$ cat src/core/retry_mon_pkg.sv
// Package with the constants, register map and carriers of the link retry attempt monitor.
// Contract
// Warm reset clears the retry attempt counter to zero.
// A retry started by CRC or protocol error increments the counter.
// A failed reconnection followed by another retry increments the counter again.
// Counter exceeding the allowed attempts limit declares an unrecoverable link error.
// Valid NOPs after reinitialization clear the retry attempt counter.
// Counter saturates at 8; afterwards no further unrecoverable errors are logged.
// Retries never change link width or frequency.
// Unrecoverable error sets link error flag bit 0; retries continue.
// Flood, fatal, nonfatal enables follow check failures or unrecoverable errors by mode.
// A newly set error flag floods or interrupts per the enables at that moment.
// Force error in replay mode makes the transmitter send corrupted, not inverted, checks.
// Entering the retry state sets the replay event log bit.
// Replay fatal enable set when log bit sets raises a fatal interrupt.
// Replay nonfatal enable set when log bit sets raises a nonfatal interrupt.
// Replay statistics counter counts retries and training timeouts; writing zero clears it.
// Strict init checking and protected info packets catch stuck or shorted lines.
// A timer ends a stalled reinitialization as a failed attempt.
// Reconnect trains, exchanges NOPs with ack count and credits, then replays history.
// Replay mode is entered or left at warm reset according to its enable.
// Training timer length is a parameter; statistics counter saturates at its maximum.
package retry_mon_pkg;
   localparam logic [7:0] ADDR_CTRL      = 8'h00;
   localparam logic [7:0] ADDR_STATUS    = 8'h04;
   localparam logic [7:0] ADDR_COUNT     = 8'h08;
   localparam logic [7:0] ADDR_LINK      = 8'h0C;
   // Control register fields.
   localparam int CTRL_REPLAY_EN  = 0;
   localparam int CTRL_FLOOD_EN   = 1;
   localparam int CTRL_FATAL_EN   = 2;
   localparam int CTRL_NONFATAL_EN = 3;
   localparam int CTRL_FORCE_ERR  = 4;
   localparam int CTRL_RFATAL_EN  = 5;
   localparam int CTRL_RNONFAT_EN = 6;
   localparam int CTRL_LIMIT_LSB  = 8;
   localparam int LIMIT_W         = 4;
   localparam int CTRL_WIDTH_LSB  = 16;
   localparam int CTRL_FREQ_LSB   = 20;
   localparam int LINKCFG_W       = 4;
   localparam logic [31:0] CTRL_RESET = 32'h0000_0300;
   // Status register fields: write one to clear the log bits.
   localparam int ST_ERR_FLAG   = 0;
   localparam int ST_REPLAY_LOG = 1;
   localparam int ST_MODE       = 2;
   localparam int ST_CNT_LSB    = 4;
   localparam int ATT_W         = 4;
   localparam logic [ATT_W-1:0] ATT_SAT = 4'h8;
   localparam int STAT_W        = 16;
   localparam logic [1:0] RESP_OKAY   = 2'h0;
   localparam logic [1:0] RESP_SLVERR = 2'h2;
   // Training supervision time.
   localparam int TRAIN_TIMEOUT_US = 200;
   localparam int CLK_MHZ          = 20;
   localparam int TRAIN_CYCLES     = TRAIN_TIMEOUT_US * CLK_MHZ;

   typedef struct packed {
      logic flood;
      logic fatal;
      logic nonfatal;
   } err_resp_t;

   typedef struct packed {
      logic [LINKCFG_W-1:0] width;
      logic [LINKCFG_W-1:0] freq;
   } link_cfg_t;
endpackage : retry_mon_pkg

$ cat src/core/link_retry_attempt_monitor.sv
// Retry attempt tracking, unrecoverable error reporting and replay statistics for one link.
//
// The AXI4-Lite interface to the registers and the register addresses are this design's own decisions.
`timescale 1ns/1ps
module link_retry_attempt_monitor
   import retry_mon_pkg::*;
#(
   parameter int TRAIN_CYCLES_P = TRAIN_CYCLES
) (
   input  wire logic        aclk,
   input  wire logic        aresetn,
   input  wire logic        clk_en,
   input  wire logic        link_clk,
   input  wire logic        crc_error,
   input  wire logic        protocol_error,
   input  wire logic        periodic_check_fail,
   input  wire logic        reconnect_failed,
   input  wire logic        training_done,
   input  wire logic        init_seq_error,
   input  wire logic        valid_nops_rx,
   input  wire logic        link_stop_signal,
   input  wire logic [7:0]  receive_packet_ack_count,
   output logic             retry_start,
   output logic             retrying,
   output logic             replay_mode,
   output logic             corrupt_check_tx,
   output err_resp_t        err_resp,
   output link_cfg_t        link_cfg,
   output logic [7:0]       replay_from,
   output logic             link_clk_rise,
   input  wire logic [7:0]  s_axi_awaddr,
   input  wire logic        s_axi_awvalid,
   output logic             s_axi_awready,
   input  wire logic [31:0] s_axi_wdata,
   input  wire logic [3:0]  s_axi_wstrb,
   input  wire logic        s_axi_wvalid,
   output logic             s_axi_wready,
   output logic [1:0]       s_axi_bresp,
   output logic             s_axi_bvalid,
   input  wire logic        s_axi_bready,
   input  wire logic [7:0]  s_axi_araddr,
   input  wire logic        s_axi_arvalid,
   output logic             s_axi_arready,
   output logic [31:0]      s_axi_rdata,
   output logic [1:0]       s_axi_rresp,
   output logic             s_axi_rvalid,
   input  wire logic        s_axi_rready
);
   typedef enum logic [1:0] {ST_UP, ST_TRAIN, ST_WAIT_NOP} link_state_t;

   link_state_t       state_q;
   logic [31:0]       ctrl_q = CTRL_RESET;
   logic [ATT_W-1:0]  retry_attempt_counter;
   logic [STAT_W-1:0] stat_q;
   logic [31:0]       timer_q;
   logic              err_flag_q;
   logic              replay_log_q;
   logic              mode_q;
   link_cfg_t         cfg_q;
   logic [2:0]        lclk_q;
   logic              aw_q, w_q;
   logic [7:0]        awaddr_q;
   logic [31:0]       wdata_q;
   logic [3:0]        wstrb_q;
   logic              timeout;
   logic              error_in;
   logic              retry_again;
   logic              unrecov;
   logic              set_err;
   logic              wr_go;
   logic [ATT_W-1:0]  allowed_attempts_limit;

   function automatic logic [31:0] merge(input logic [31:0] old_v, input logic [31:0] new_v,
                                         input logic [3:0] strb);
      logic [31:0] r;
      r = old_v;
      for (int i = 0; i < 4; i++) begin
         if (strb[i]) begin
            r[8*i +: 8] = new_v[8*i +: 8];
         end
      end
      return r;
   endfunction : merge

   assign allowed_attempts_limit = ctrl_q[CTRL_LIMIT_LSB +: LIMIT_W];
   assign error_in    = crc_error | protocol_error;
   assign timeout     = (state_q == ST_TRAIN) && (timer_q >= TRAIN_CYCLES_P - 1);
   // A failed reconnect is a reported failure, a strict init check miss or a training timeout.
   assign retry_again = (state_q != ST_UP) && (reconnect_failed | init_seq_error | timeout);
   assign retry_start = mode_q && ((state_q == ST_UP && error_in) || retry_again);
   assign unrecov     = retry_start && retry_attempt_counter != ATT_SAT
                        && (retry_attempt_counter + 4'h1) > allowed_attempts_limit;
   assign set_err     = mode_q ? unrecov : periodic_check_fail;
   assign retrying    = state_q != ST_UP;
   assign replay_mode = mode_q;
   assign corrupt_check_tx = mode_q & ctrl_q[CTRL_FORCE_ERR];
   assign link_cfg    = cfg_q;
   assign link_clk_rise = lclk_q[1] & lclk_q[2] & ~lclk_prev_q;

   // The link clock is sampled; its rising edge is seen when the second and third stage agree high.
   logic lclk_prev_q;
   always_ff @(posedge aclk) begin
      if (!aresetn) begin
         lclk_q      <= 3'h0;
         lclk_prev_q <= 1'b0;
      end else if (clk_en) begin
         lclk_q <= {lclk_q[1:0], link_clk};
         if (lclk_q[1] == lclk_q[2]) begin
            lclk_prev_q <= lclk_q[2];
         end
      end
   end

   // Mode is taken only at warm reset release; link configuration at warm reset release or a stop-signal disconnect.
   logic rst_seen_q;
   always_ff @(posedge aclk) begin
      if (!aresetn) begin
         mode_q     <= 1'b0;
         cfg_q      <= '0;
         rst_seen_q <= 1'b0;
      end else if (clk_en) begin
         rst_seen_q <= 1'b1;
         if (!rst_seen_q) begin
            mode_q <= ctrl_q[CTRL_REPLAY_EN];
            cfg_q  <= {ctrl_q[CTRL_WIDTH_LSB +: LINKCFG_W], ctrl_q[CTRL_FREQ_LSB +: LINKCFG_W]};
         end else if (link_stop_signal) begin
            cfg_q  <= {ctrl_q[CTRL_WIDTH_LSB +: LINKCFG_W], ctrl_q[CTRL_FREQ_LSB +: LINKCFG_W]};
         end
      end
   end

   // Reconnect sequence: train, exchange NOPs, then replay from one past the acknowledged count.
   always_ff @(posedge aclk) begin
      if (!aresetn) begin
         state_q     <= ST_UP;
         timer_q     <= '0;
         replay_from <= 8'h00;
      end else if (clk_en) begin
         case (state_q)
            ST_UP: begin
               timer_q <= '0;
               if (retry_start) begin
                  state_q <= ST_TRAIN;
               end
            end
            ST_TRAIN: begin
               timer_q <= timer_q + 32'h1;
               if (retry_again) begin
                  timer_q <= '0;
               end else if (training_done) begin
                  state_q <= ST_WAIT_NOP;
               end
            end
            ST_WAIT_NOP: begin
               // Each new attempt gets a full training budget of its own.
               timer_q <= '0;
               if (retry_again) begin
                  state_q <= ST_TRAIN;
               end else if (valid_nops_rx) begin
                  state_q     <= ST_UP;
                  replay_from <= receive_packet_ack_count + 8'h01;
               end
            end
            default: state_q <= ST_UP;
         endcase
      end
   end

   always_ff @(posedge aclk) begin
      if (!aresetn) begin
         retry_attempt_counter <= '0;
      end else if (clk_en) begin
         if (retry_start && retry_attempt_counter != ATT_SAT) begin
            retry_attempt_counter <= retry_attempt_counter + 4'h1;
         end else if (state_q == ST_WAIT_NOP && valid_nops_rx && !retry_again) begin
            retry_attempt_counter <= '0;
         end
      end
   end

   // Responses fire on the cycle a flag becomes set, using the enables of that cycle.
   always_ff @(posedge aclk) begin
      if (!aresetn) begin
         err_resp <= '0;
      end else if (clk_en) begin
         err_resp.flood    <= set_err & ~err_flag_q & ctrl_q[CTRL_FLOOD_EN];
         err_resp.fatal    <= (set_err & ~err_flag_q & ctrl_q[CTRL_FATAL_EN])
                              | (retry_start & ~replay_log_q & ctrl_q[CTRL_RFATAL_EN]);
         err_resp.nonfatal <= (set_err & ~err_flag_q & ctrl_q[CTRL_NONFATAL_EN])
                              | (retry_start & ~replay_log_q & ctrl_q[CTRL_RNONFAT_EN]);
      end
   end

   // Write channel capture: address and data may arrive in either order.
   assign s_axi_awready = !aw_q && !s_axi_bvalid;
   assign s_axi_wready  = !w_q && !s_axi_bvalid;
   assign wr_go         = aw_q && w_q && !s_axi_bvalid;
   always_ff @(posedge aclk) begin
      if (!aresetn) begin
         aw_q         <= 1'b0;
         w_q          <= 1'b0;
         awaddr_q     <= 8'h00;
         wdata_q      <= 32'h0000_0000;
         wstrb_q      <= 4'h0;
         s_axi_bvalid <= 1'b0;
         s_axi_bresp  <= RESP_OKAY;
      end else if (clk_en) begin
         if (s_axi_awvalid && s_axi_awready) begin
            aw_q     <= 1'b1;
            awaddr_q <= s_axi_awaddr;
         end
         if (s_axi_wvalid && s_axi_wready) begin
            w_q     <= 1'b1;
            wdata_q <= s_axi_wdata;
            wstrb_q <= s_axi_wstrb;
         end
         if (wr_go) begin
            aw_q         <= 1'b0;
            w_q          <= 1'b0;
            s_axi_bvalid <= 1'b1;
            s_axi_bresp  <= (awaddr_q == ADDR_CTRL || awaddr_q == ADDR_STATUS
                             || awaddr_q == ADDR_COUNT) ? RESP_OKAY : RESP_SLVERR;
         end else if (s_axi_bready) begin
            s_axi_bvalid <= 1'b0;
         end
      end
   end

   always_ff @(posedge aclk) begin
      // Control keeps its value through warm reset so that a replay enable or link setting written
      // beforehand takes effect at release; the declaration holds the power-up value.
      if (aresetn && clk_en && wr_go && awaddr_q == ADDR_CTRL) begin
         ctrl_q <= merge(ctrl_q, wdata_q, wstrb_q);
      end
   end

   // Log bits: hardware set wins over a software write-one clear.
   always_ff @(posedge aclk) begin
      if (!aresetn) begin
         err_flag_q   <= 1'b0;
         replay_log_q <= 1'b0;
      end else if (clk_en) begin
         if (set_err) begin
            err_flag_q <= 1'b1;
         end else if (wr_go && awaddr_q == ADDR_STATUS && wstrb_q[0] && wdata_q[ST_ERR_FLAG]) begin
            err_flag_q <= 1'b0;
         end
         if (retry_start) begin
            replay_log_q <= 1'b1;
         end else if (wr_go && awaddr_q == ADDR_STATUS && wstrb_q[0] && wdata_q[ST_REPLAY_LOG]) begin
            replay_log_q <= 1'b0;
         end
      end
   end

   always_ff @(posedge aclk) begin
      if (!aresetn) begin
         stat_q <= '0;
      end else if (clk_en) begin
         if ((retry_start || timeout) && stat_q != {STAT_W{1'b1}}) begin
            stat_q <= stat_q + 16'h0001;
         end else if (wr_go && awaddr_q == ADDR_COUNT && wdata_q[STAT_W-1:0] == 16'h0000) begin
            stat_q <= '0;
         end
      end
   end

   assign s_axi_arready = !s_axi_rvalid;
   always_ff @(posedge aclk) begin
      if (!aresetn) begin
         s_axi_rvalid <= 1'b0;
         s_axi_rdata  <= 32'h0000_0000;
         s_axi_rresp  <= RESP_OKAY;
      end else if (clk_en) begin
         if (s_axi_arvalid && s_axi_arready) begin
            s_axi_rvalid <= 1'b1;
            s_axi_rresp  <= RESP_OKAY;
            case (s_axi_araddr)
               ADDR_CTRL:   s_axi_rdata <= ctrl_q;
               ADDR_STATUS: s_axi_rdata <= {24'h000000, retry_attempt_counter,
                                            1'b0, mode_q, replay_log_q, err_flag_q};
               ADDR_COUNT:  s_axi_rdata <= {16'h0000, stat_q};
               ADDR_LINK:   s_axi_rdata <= {24'h000000, cfg_q};
               default: begin
                  s_axi_rdata <= 32'h0000_0000;
                  s_axi_rresp <= RESP_SLVERR;
               end
            endcase
         end else if (s_axi_rready) begin
            s_axi_rvalid <= 1'b0;
         end
      end
   end

   a_count_step: assert property (@(posedge aclk) disable iff (!aresetn)
      clk_en && retry_start && retry_attempt_counter != ATT_SAT
      |=> retry_attempt_counter == $past(retry_attempt_counter) + 4'h1)
      else $error("retry counter did not step");
   a_count_sat: assert property (@(posedge aclk) disable iff (!aresetn)
      retry_attempt_counter <= ATT_SAT) else $error("retry counter above eight");
   a_unrecov_flag: assert property (@(posedge aclk) disable iff (!aresetn)
      clk_en && mode_q && unrecov |=> err_flag_q) else $error("error flag not set");
   a_replay_log: assert property (@(posedge aclk) disable iff (!aresetn)
      clk_en && retry_start |=> replay_log_q && state_q == ST_TRAIN) else $error("log bit missing");
   a_fatal_irq: assert property (@(posedge aclk) disable iff (!aresetn)
      clk_en && retry_start && !replay_log_q && ctrl_q[CTRL_RFATAL_EN] |=> err_resp.fatal)
      else $error("fatal interrupt missing");
   a_nopclear: assert property (@(posedge aclk) disable iff (!aresetn)
      clk_en && state_q == ST_WAIT_NOP && valid_nops_rx && !retry_again
      |=> retry_attempt_counter == 4'h0 && state_q == ST_UP) else $error("counter not cleared");
   a_cfg_hold: assert property (@(posedge aclk) disable iff (!aresetn)
      rst_seen_q && !link_stop_signal |=> $stable(cfg_q)) else $error("link config changed");
   a_stat_sat: assert property (@(posedge aclk) disable iff (!aresetn)
      stat_q == {STAT_W{1'b1}} && !wr_go |=> stat_q == {STAT_W{1'b1}}) else $error("stat wrapped");
endmodule : link_retry_attempt_monitor

$ cat config.mk
export PLATFORM = sky130hd
export DESIGN_NAME = link_retry_attempt_monitor
export DESIGN_NICKNAME = d
export VERILOG_FILES = /design/src/core/retry_mon_pkg.sv /design/src/core/link_retry_attempt_monitor.sv
export SDC_FILE = /design/constraint.sdc
export NUM_CORES = 1
export LEC_CHECK = 0
export BUFFER_PORTS_ARGS = -buffer_cell sky130_fd_sc_hd__buf_2
export CAP_MARGIN = 25
export CORE_MARGIN = 10
export CORE_UTILIZATION = 50
export DETAILED_ROUTE_END_ITERATION = 10
export PLACE_DENSITY = 0.73
export SETUP_SLACK_MARGIN = 0.2
export SLEW_MARGIN = 25
export SYNTH_ARGS = -nofsm -noshare
export SYNTH_HDL_FRONTEND = slang
export SYNTH_SLANG_ARGS = --single-unit
export TNS_END_PERCENT = 5
$ cat constraint.sdc
create_clock -name aclk -period 2.4 [get_ports aclk]
set_clock_uncertainty 0.2 [all_clocks]
set_input_delay 0.36 -clock aclk [delete_from_list [all_inputs] [get_ports aclk]]
set_output_delay 0.36 -clock aclk [all_outputs]
set_load 0.005 [all_outputs]
# Word level (Yosys, flattened, before mapping)

Index checks and enable logic that the tools add are counted.

Word-level logic and storage cells: 173
Output and inout bits: 65
Flip-flop bits (word level): 197

Reductions and logical operators: 72
Bitwise logic cells: 20
Equality and inequality tests: 15
$lt $le $gt $ge: 2
Multiplexer cells: 30
$add $sub $neg: 4

Operators by type and width:

| cell                                                                 | count |
|---|---|
| case mux 32 bit (4 select lines)                                     | 1 |
| case mux 32 bit (2 select lines)                                     | 1 |
| AND reduction 2 bit                                                  | 20 |
| adder 32 x 1 -> 32 bit (second input constant)                       | 1 |
| greater-or-equal comparator 32 x 12 -> 1 bit (second input constant) | 1 |
| two-way mux 16 bit                                                   | 2 |
| two-way mux 32 bit                                                   | 1 |
| logical AND 1 bit                                                    | 25 |
| equality test 8 x 4 -> 1 bit (second input constant)                 | 3 |
| nonzero test 2 bit                                                   | 10 |
| adder 16 x 1 -> 16 bit (second input constant)                       | 1 |
| equality test 8 x 3 -> 1 bit (second input constant)                 | 2 |
| logical NOT 16 bit                                                   | 1 |
| logical NOT 8 bit                                                    | 2 |
| two-way mux 8 bit                                                    | 2 |
| inequality test 16 bit (second input constant)                       | 1 |
| two-way mux 2 bit                                                    | 7 |
| two-way mux 1 bit                                                    | 13 |
| bitwise AND 1 bit                                                    | 10 |
| adder 8 x 1 -> 8 bit (second input constant)                         | 1 |
| two-way mux 4 bit                                                    | 2 |
| inequality test 2 bit (second input constant)                        | 4 |
| case mux 2 bit (3 select lines)                                      | 1 |
| logical NOT 1 bit                                                    | 5 |
| other kinds (15)                                                     | 26 |

# Longest topological paths before layout

Word-level depth: 12
Gate-level depth with buffers: 9

# Worst setup path before layout

No wires, ideal clock.

Path kind: reg2reg
From: register retry_attempt_counter[0]
To: register err_resp[0] in the netlist's numbering
Setup slack: -25 ps
Required time: 2,130 ps
Data arrival time: 2,155 ps
Library setup time: 70 ps
Stages on the path, launching flop included: 10
Cell sequence: dfxtp_1 > inv_1 > ha_1 > ha_1 > nand4_1 > and3_1 > o31ai_1 > o311ai_0 > a41o_1 > o2bb2ai_1

Word-level cells in the longest chain between the ends: 7

Ends and longest elaborated chain:

| item                                                                 | RTL line                                                           | RTL |
|---|---|---|
| from (decl)                                                          | link_retry_attempt_monitor.sv:53                                   | `logic [ATT_W-1:0] retry_attempt_counter;` |
| from (signal assigned)                                               | link_retry_attempt_monitor.sv:174                                  | `retry_attempt_counter <= retry_attempt_counter + 4'h1;` |
| adder 4 x 1 -> 4 bit / inequality test 4 bit (equally long branches) | link_retry_attempt_monitor.sv:92, link_retry_attempt_monitor.sv:91 |  |
| > comparator 4 bit / logical AND 1 bit (equally long branches)       | link_retry_attempt_monitor.sv:92, link_retry_attempt_monitor.sv:91 |  |
| logical AND 1 bit (*)                                                | link_retry_attempt_monitor.sv:92                                   | `&& (retry_attempt_counter + 4'h1) > allowed_attempts_limit;` |
| two-way mux 1 bit (*)                                                | link_retry_attempt_monitor.sv:93                                   | `assign set_err = mode_q ? unrecov : periodic_check_fail;` |
| bitwise AND 1 bit (*) (2 in a row)                                   | link_retry_attempt_monitor.sv:189                                  | `err_resp.nonfatal <= (set_err & ~err_flag_q & ctrl_q[CTRL_NONFATAL_EN])` |
| OR 1 bit (*)                                                         | link_retry_attempt_monitor.sv:190                                  | `\| (retry_start & ~replay_log_q & ctrl_q[CTRL_RNONFAT_EN]);` |
| to (decl)                                                            | link_retry_attempt_monitor.sv:27                                   | `output err_resp_t err_resp,` |

Every way passes the cells marked *; elsewhere a longest branch is shown, timed or not.
A chain may end at the register's enable or synchronous reset.

# Worst setup path after layout

Same ends and word-level chain as after synthesis.

==> results.cfg <==
[grt]
grt_pass1_vias = 6881
grt_pass1_wl_microns = 35400
gr-total-overflow = 0
grt_usage = 0.2011
grt_max_degree = 64
antenna_found_initial = 0

[power_and_ir_drop]
power.total_mw = 6.781
p_int_mw = 5.132
ir_drop_mv = 0.5638
comb_power_share = 0.079
clockPowerShare = 0.416
p_leak_nw = 4.331
seqPwrFrac = 0.505
p_sw_frac = 0.2432
power_density_nw_per_um2 = 641.0
switchingPower_mw = 1.649

[clocking]
clk_pin_slew_ns = 0.07
clock_latency_ns = 0.43
cts_buffer_depth = 2
cts.sinks = 195
cts_buffers = 17
cts-root-buf = clkbuf_16
cts_max_level = 4
cts_tree = done

[yosys]
synth-seq-cells = 195
syn-mean-instance-area_sq_um = 9.324
synth_compound_area_frac = 0.1392
synth_warnings = 0
syn_area_sq_um = 7981
seq_area_frac_synth = 0.5292
synth_xor_area_frac = 0.008779
ys_top_cells_by_area = dfxtp_1 41%, edfxtp_1 12%, nand2_1 5.4%, nor2_1 5.1%, mux2i_1 4.8%
yosys-mux-area-fraction = 0.05189
synthAdderAreaFrac = 0.01568
dominantRegCellSynth = dfxtp_1
synth-simple-area-share = 0.2215
synth_top_family_by_area = simple AND/OR/NAND/NOR gates
synth-edff-count = 32
synth_cell_types = 68
yosysTopAreaCellShare = 0.4088
netlist_instances = 856
yosysTopAreaCell = dfxtp_1
async_flop_share = 0
ys_top_cells_by_count = 163 x dfxtp_1, 114 x nand2_1, 109 x nor2_1
yosysMostFrequentCell = dfxtp_1

[sta]
tightest_slew_ns = 0.6754
slew_headroom = 0.5488
whs_ns = 0.003622
slew_viol_final = 0
fmax_ghz = 0.4087
final-setup-viol-count = 38
setup_ws_ns = -0.04685
finalCritPeriodShare = 1.020
hold_viol = 0
fin_crit_ns = 2.447
grt_setup_unrepaired = true

[drt]
viasPerCell = 5.472
totalWireLength_microns = 22460
vias = 7124
dr.first_iter.drc_count = 641
wl_per_cell_microns = 17.25
dr.pass1.iters = 5
drc = 0
ant_nets = 0

[final_layout]
final_core_util = 0.6708
nets = 1160
synthToLayoutAreaGrowth_pct = 32.54
design_area_sq_um = 10580
multiInputGateArea_sq_um = 3792
fill_cells = 1249
diodes = 0
regArea_sq_um = 4240
drive_above_1_share = 0.2808

[critical_path]
critPathKind = flip-flop to flip-flop
worst_path_largest_cell_delay_ns = 0.37
cp-end-kind = flip-flop
cp_slowest_cell = dfxtp_4
arrival_ns = 2.58
cp_common_cell = o311ai_2
critical_path.max_fanout = 5
path_buf_inv = 1
crit_chain = ha_4, xor2_1, ha_1, a21oi_2, nor2b_2, o311ai_2, o311ai_2, buf_4, a41o_1, o2bb2ai_2
path_delay_family = compound AO/OA/AOI/OAI gates
cp.required_ns = 2.53
startpoint_type = flip-flop

[placed_design]
numPortBuffers = 139
pre_cts_ws_ns = -0.06329
place_area_sq_um = 9246
hpwl_microns = 15400
gp_congestion = 0.8849

[job]
maxCapViolCount = 0

[floorplanning]
fp.dieH_microns = 146.3
rows = 46
die_area_sq_um = 21420
coreArea_sq_um = 15770
dieWidth_microns = 146.3
start_util = 0.5061
pin_count = 142

[hold_path]
hp-class = primary input to flip-flop

[outcome]
status = finished with violations
failed_checks = setup timing
per-stage QoR:
stage | cells | TNS (ns)
floorplan | 857 | 0
global placement | 1216 | -0.1876
detailed placement | 1216 | -2.045
CTS | 1299 | -1.440
global route | 1302 | -4.973
finish | 1302 | -1.191
routing by layer:
layer  global-route usage  routed length (microns)  vias up
met1               0.2469                     9523     3375
met5                    0                        0        -
met3              0.04790                     1342       40
met2               0.3383                    11070      217
li1                     -                        -     3492
met4              0.06857                      525        0
path summary, 6_finish.rpt:
path / depth (start not counted) / startpoint / endpoint / slack [ns]
worst min-delay path: 3 / s_axi_wdata[21] / wdata_q[21] / 0.004
worst max-delay path: 10 / retry_attempt_counter[0] / err_resp[0] / -0.05
worst max register to register: 10 / retry_attempt_counter[0] / err_resp[0] / -0.05
worst min register to register: 0 / wdata_q[23] / ctrl_q[23] / 0.23
power by group through the flow:
stage               Clock, mW  Combinational, mW  Sequential [mW]
CTS                      2.85              0.514             3.43
global placement            0              0.442             3.50
floorplan                   0              0.259             3.49
detailed placement          0              0.448             3.50
finish                   2.82              0.533             3.42
global route             2.99              0.583             3.43
cell usage in the layout, fill, tap and decap left out, types with 9 or more instances in the layout:
| cell | n |
|---|---|
| nand4_1 | 9 |
| inv_1 | 10 |
| clkbuf_16 | 17 |
| nand2_1 | 113 |
| nor4_1 | 12 |
| dlygate4sd3_1 | 46 |
| and2_4 | 11 |
| buf_4 | 58 |
| mux2i_1 | 38 |
| a22oi_1 | 25 |
| and3_1 | 16 |
| a21oi_1 | 65 |
| a311oi_1 | 9 |
| edfxtp_1 | 32 |
| buf_2 | 139 |
| o21ai_0 | 19 |
| dfxtp_1 | 156 |
| nand3_1 | 30 |
| nor2_1 | 105 |
area by class of cell:
type                       count  area share
clock buffer                  19     0.04187
multi-input combinational    599      0.3585
tap                          216     0.02555
sequential                   195      0.4008
clock inverter                13     0.01348
timing repair buffer         247      0.1547
inverter                      13    0.005086
worst min-delay path: cells and delay by family:
| family | cells | cell delay, ns |
|---|---|---|
| AND/OR/NAND/NOR | 1 | 0.08 |
| buffers and inverters | 1 | 0.09 |
| AO/OA/AOI/OAI | 1 | 0.06 |
registers in the layout, summed over array words and instances (netlist names), 2 cells and up:
signal and flops:
ctrl_q 32, retry_attempt_counter 4, wstrb_q 4, s_axi_rdata 32
state_q 2, timer_q 32, link_cfg 8, replay_from 8
awaddr_q 8, lclk_q 3, err_resp 3, wdata_q 32
stat_q 16
logic make-up after synthesis:
family | after synthesis
AOI/OAI and AO/OA | 170
muxes | 40
and+or+nand+nor | 369
other | 1
adders and majority gates | 10
xor gates and xnor gates | 8
buffers and inverters | 63
DFF | 195
what timing repair did:
item / 4_1_cts / 5_1_grt
gates resized for setup: 5 / 47
pin swaps: 15 / 39
hold endpoints to repair: 46 / 0
setup endpoints to repair: 72 / 76
hold buffers: 46 / 0
setup buffers: 5 / 3
No activity file was read; power rests on OpenSTA's default activity.
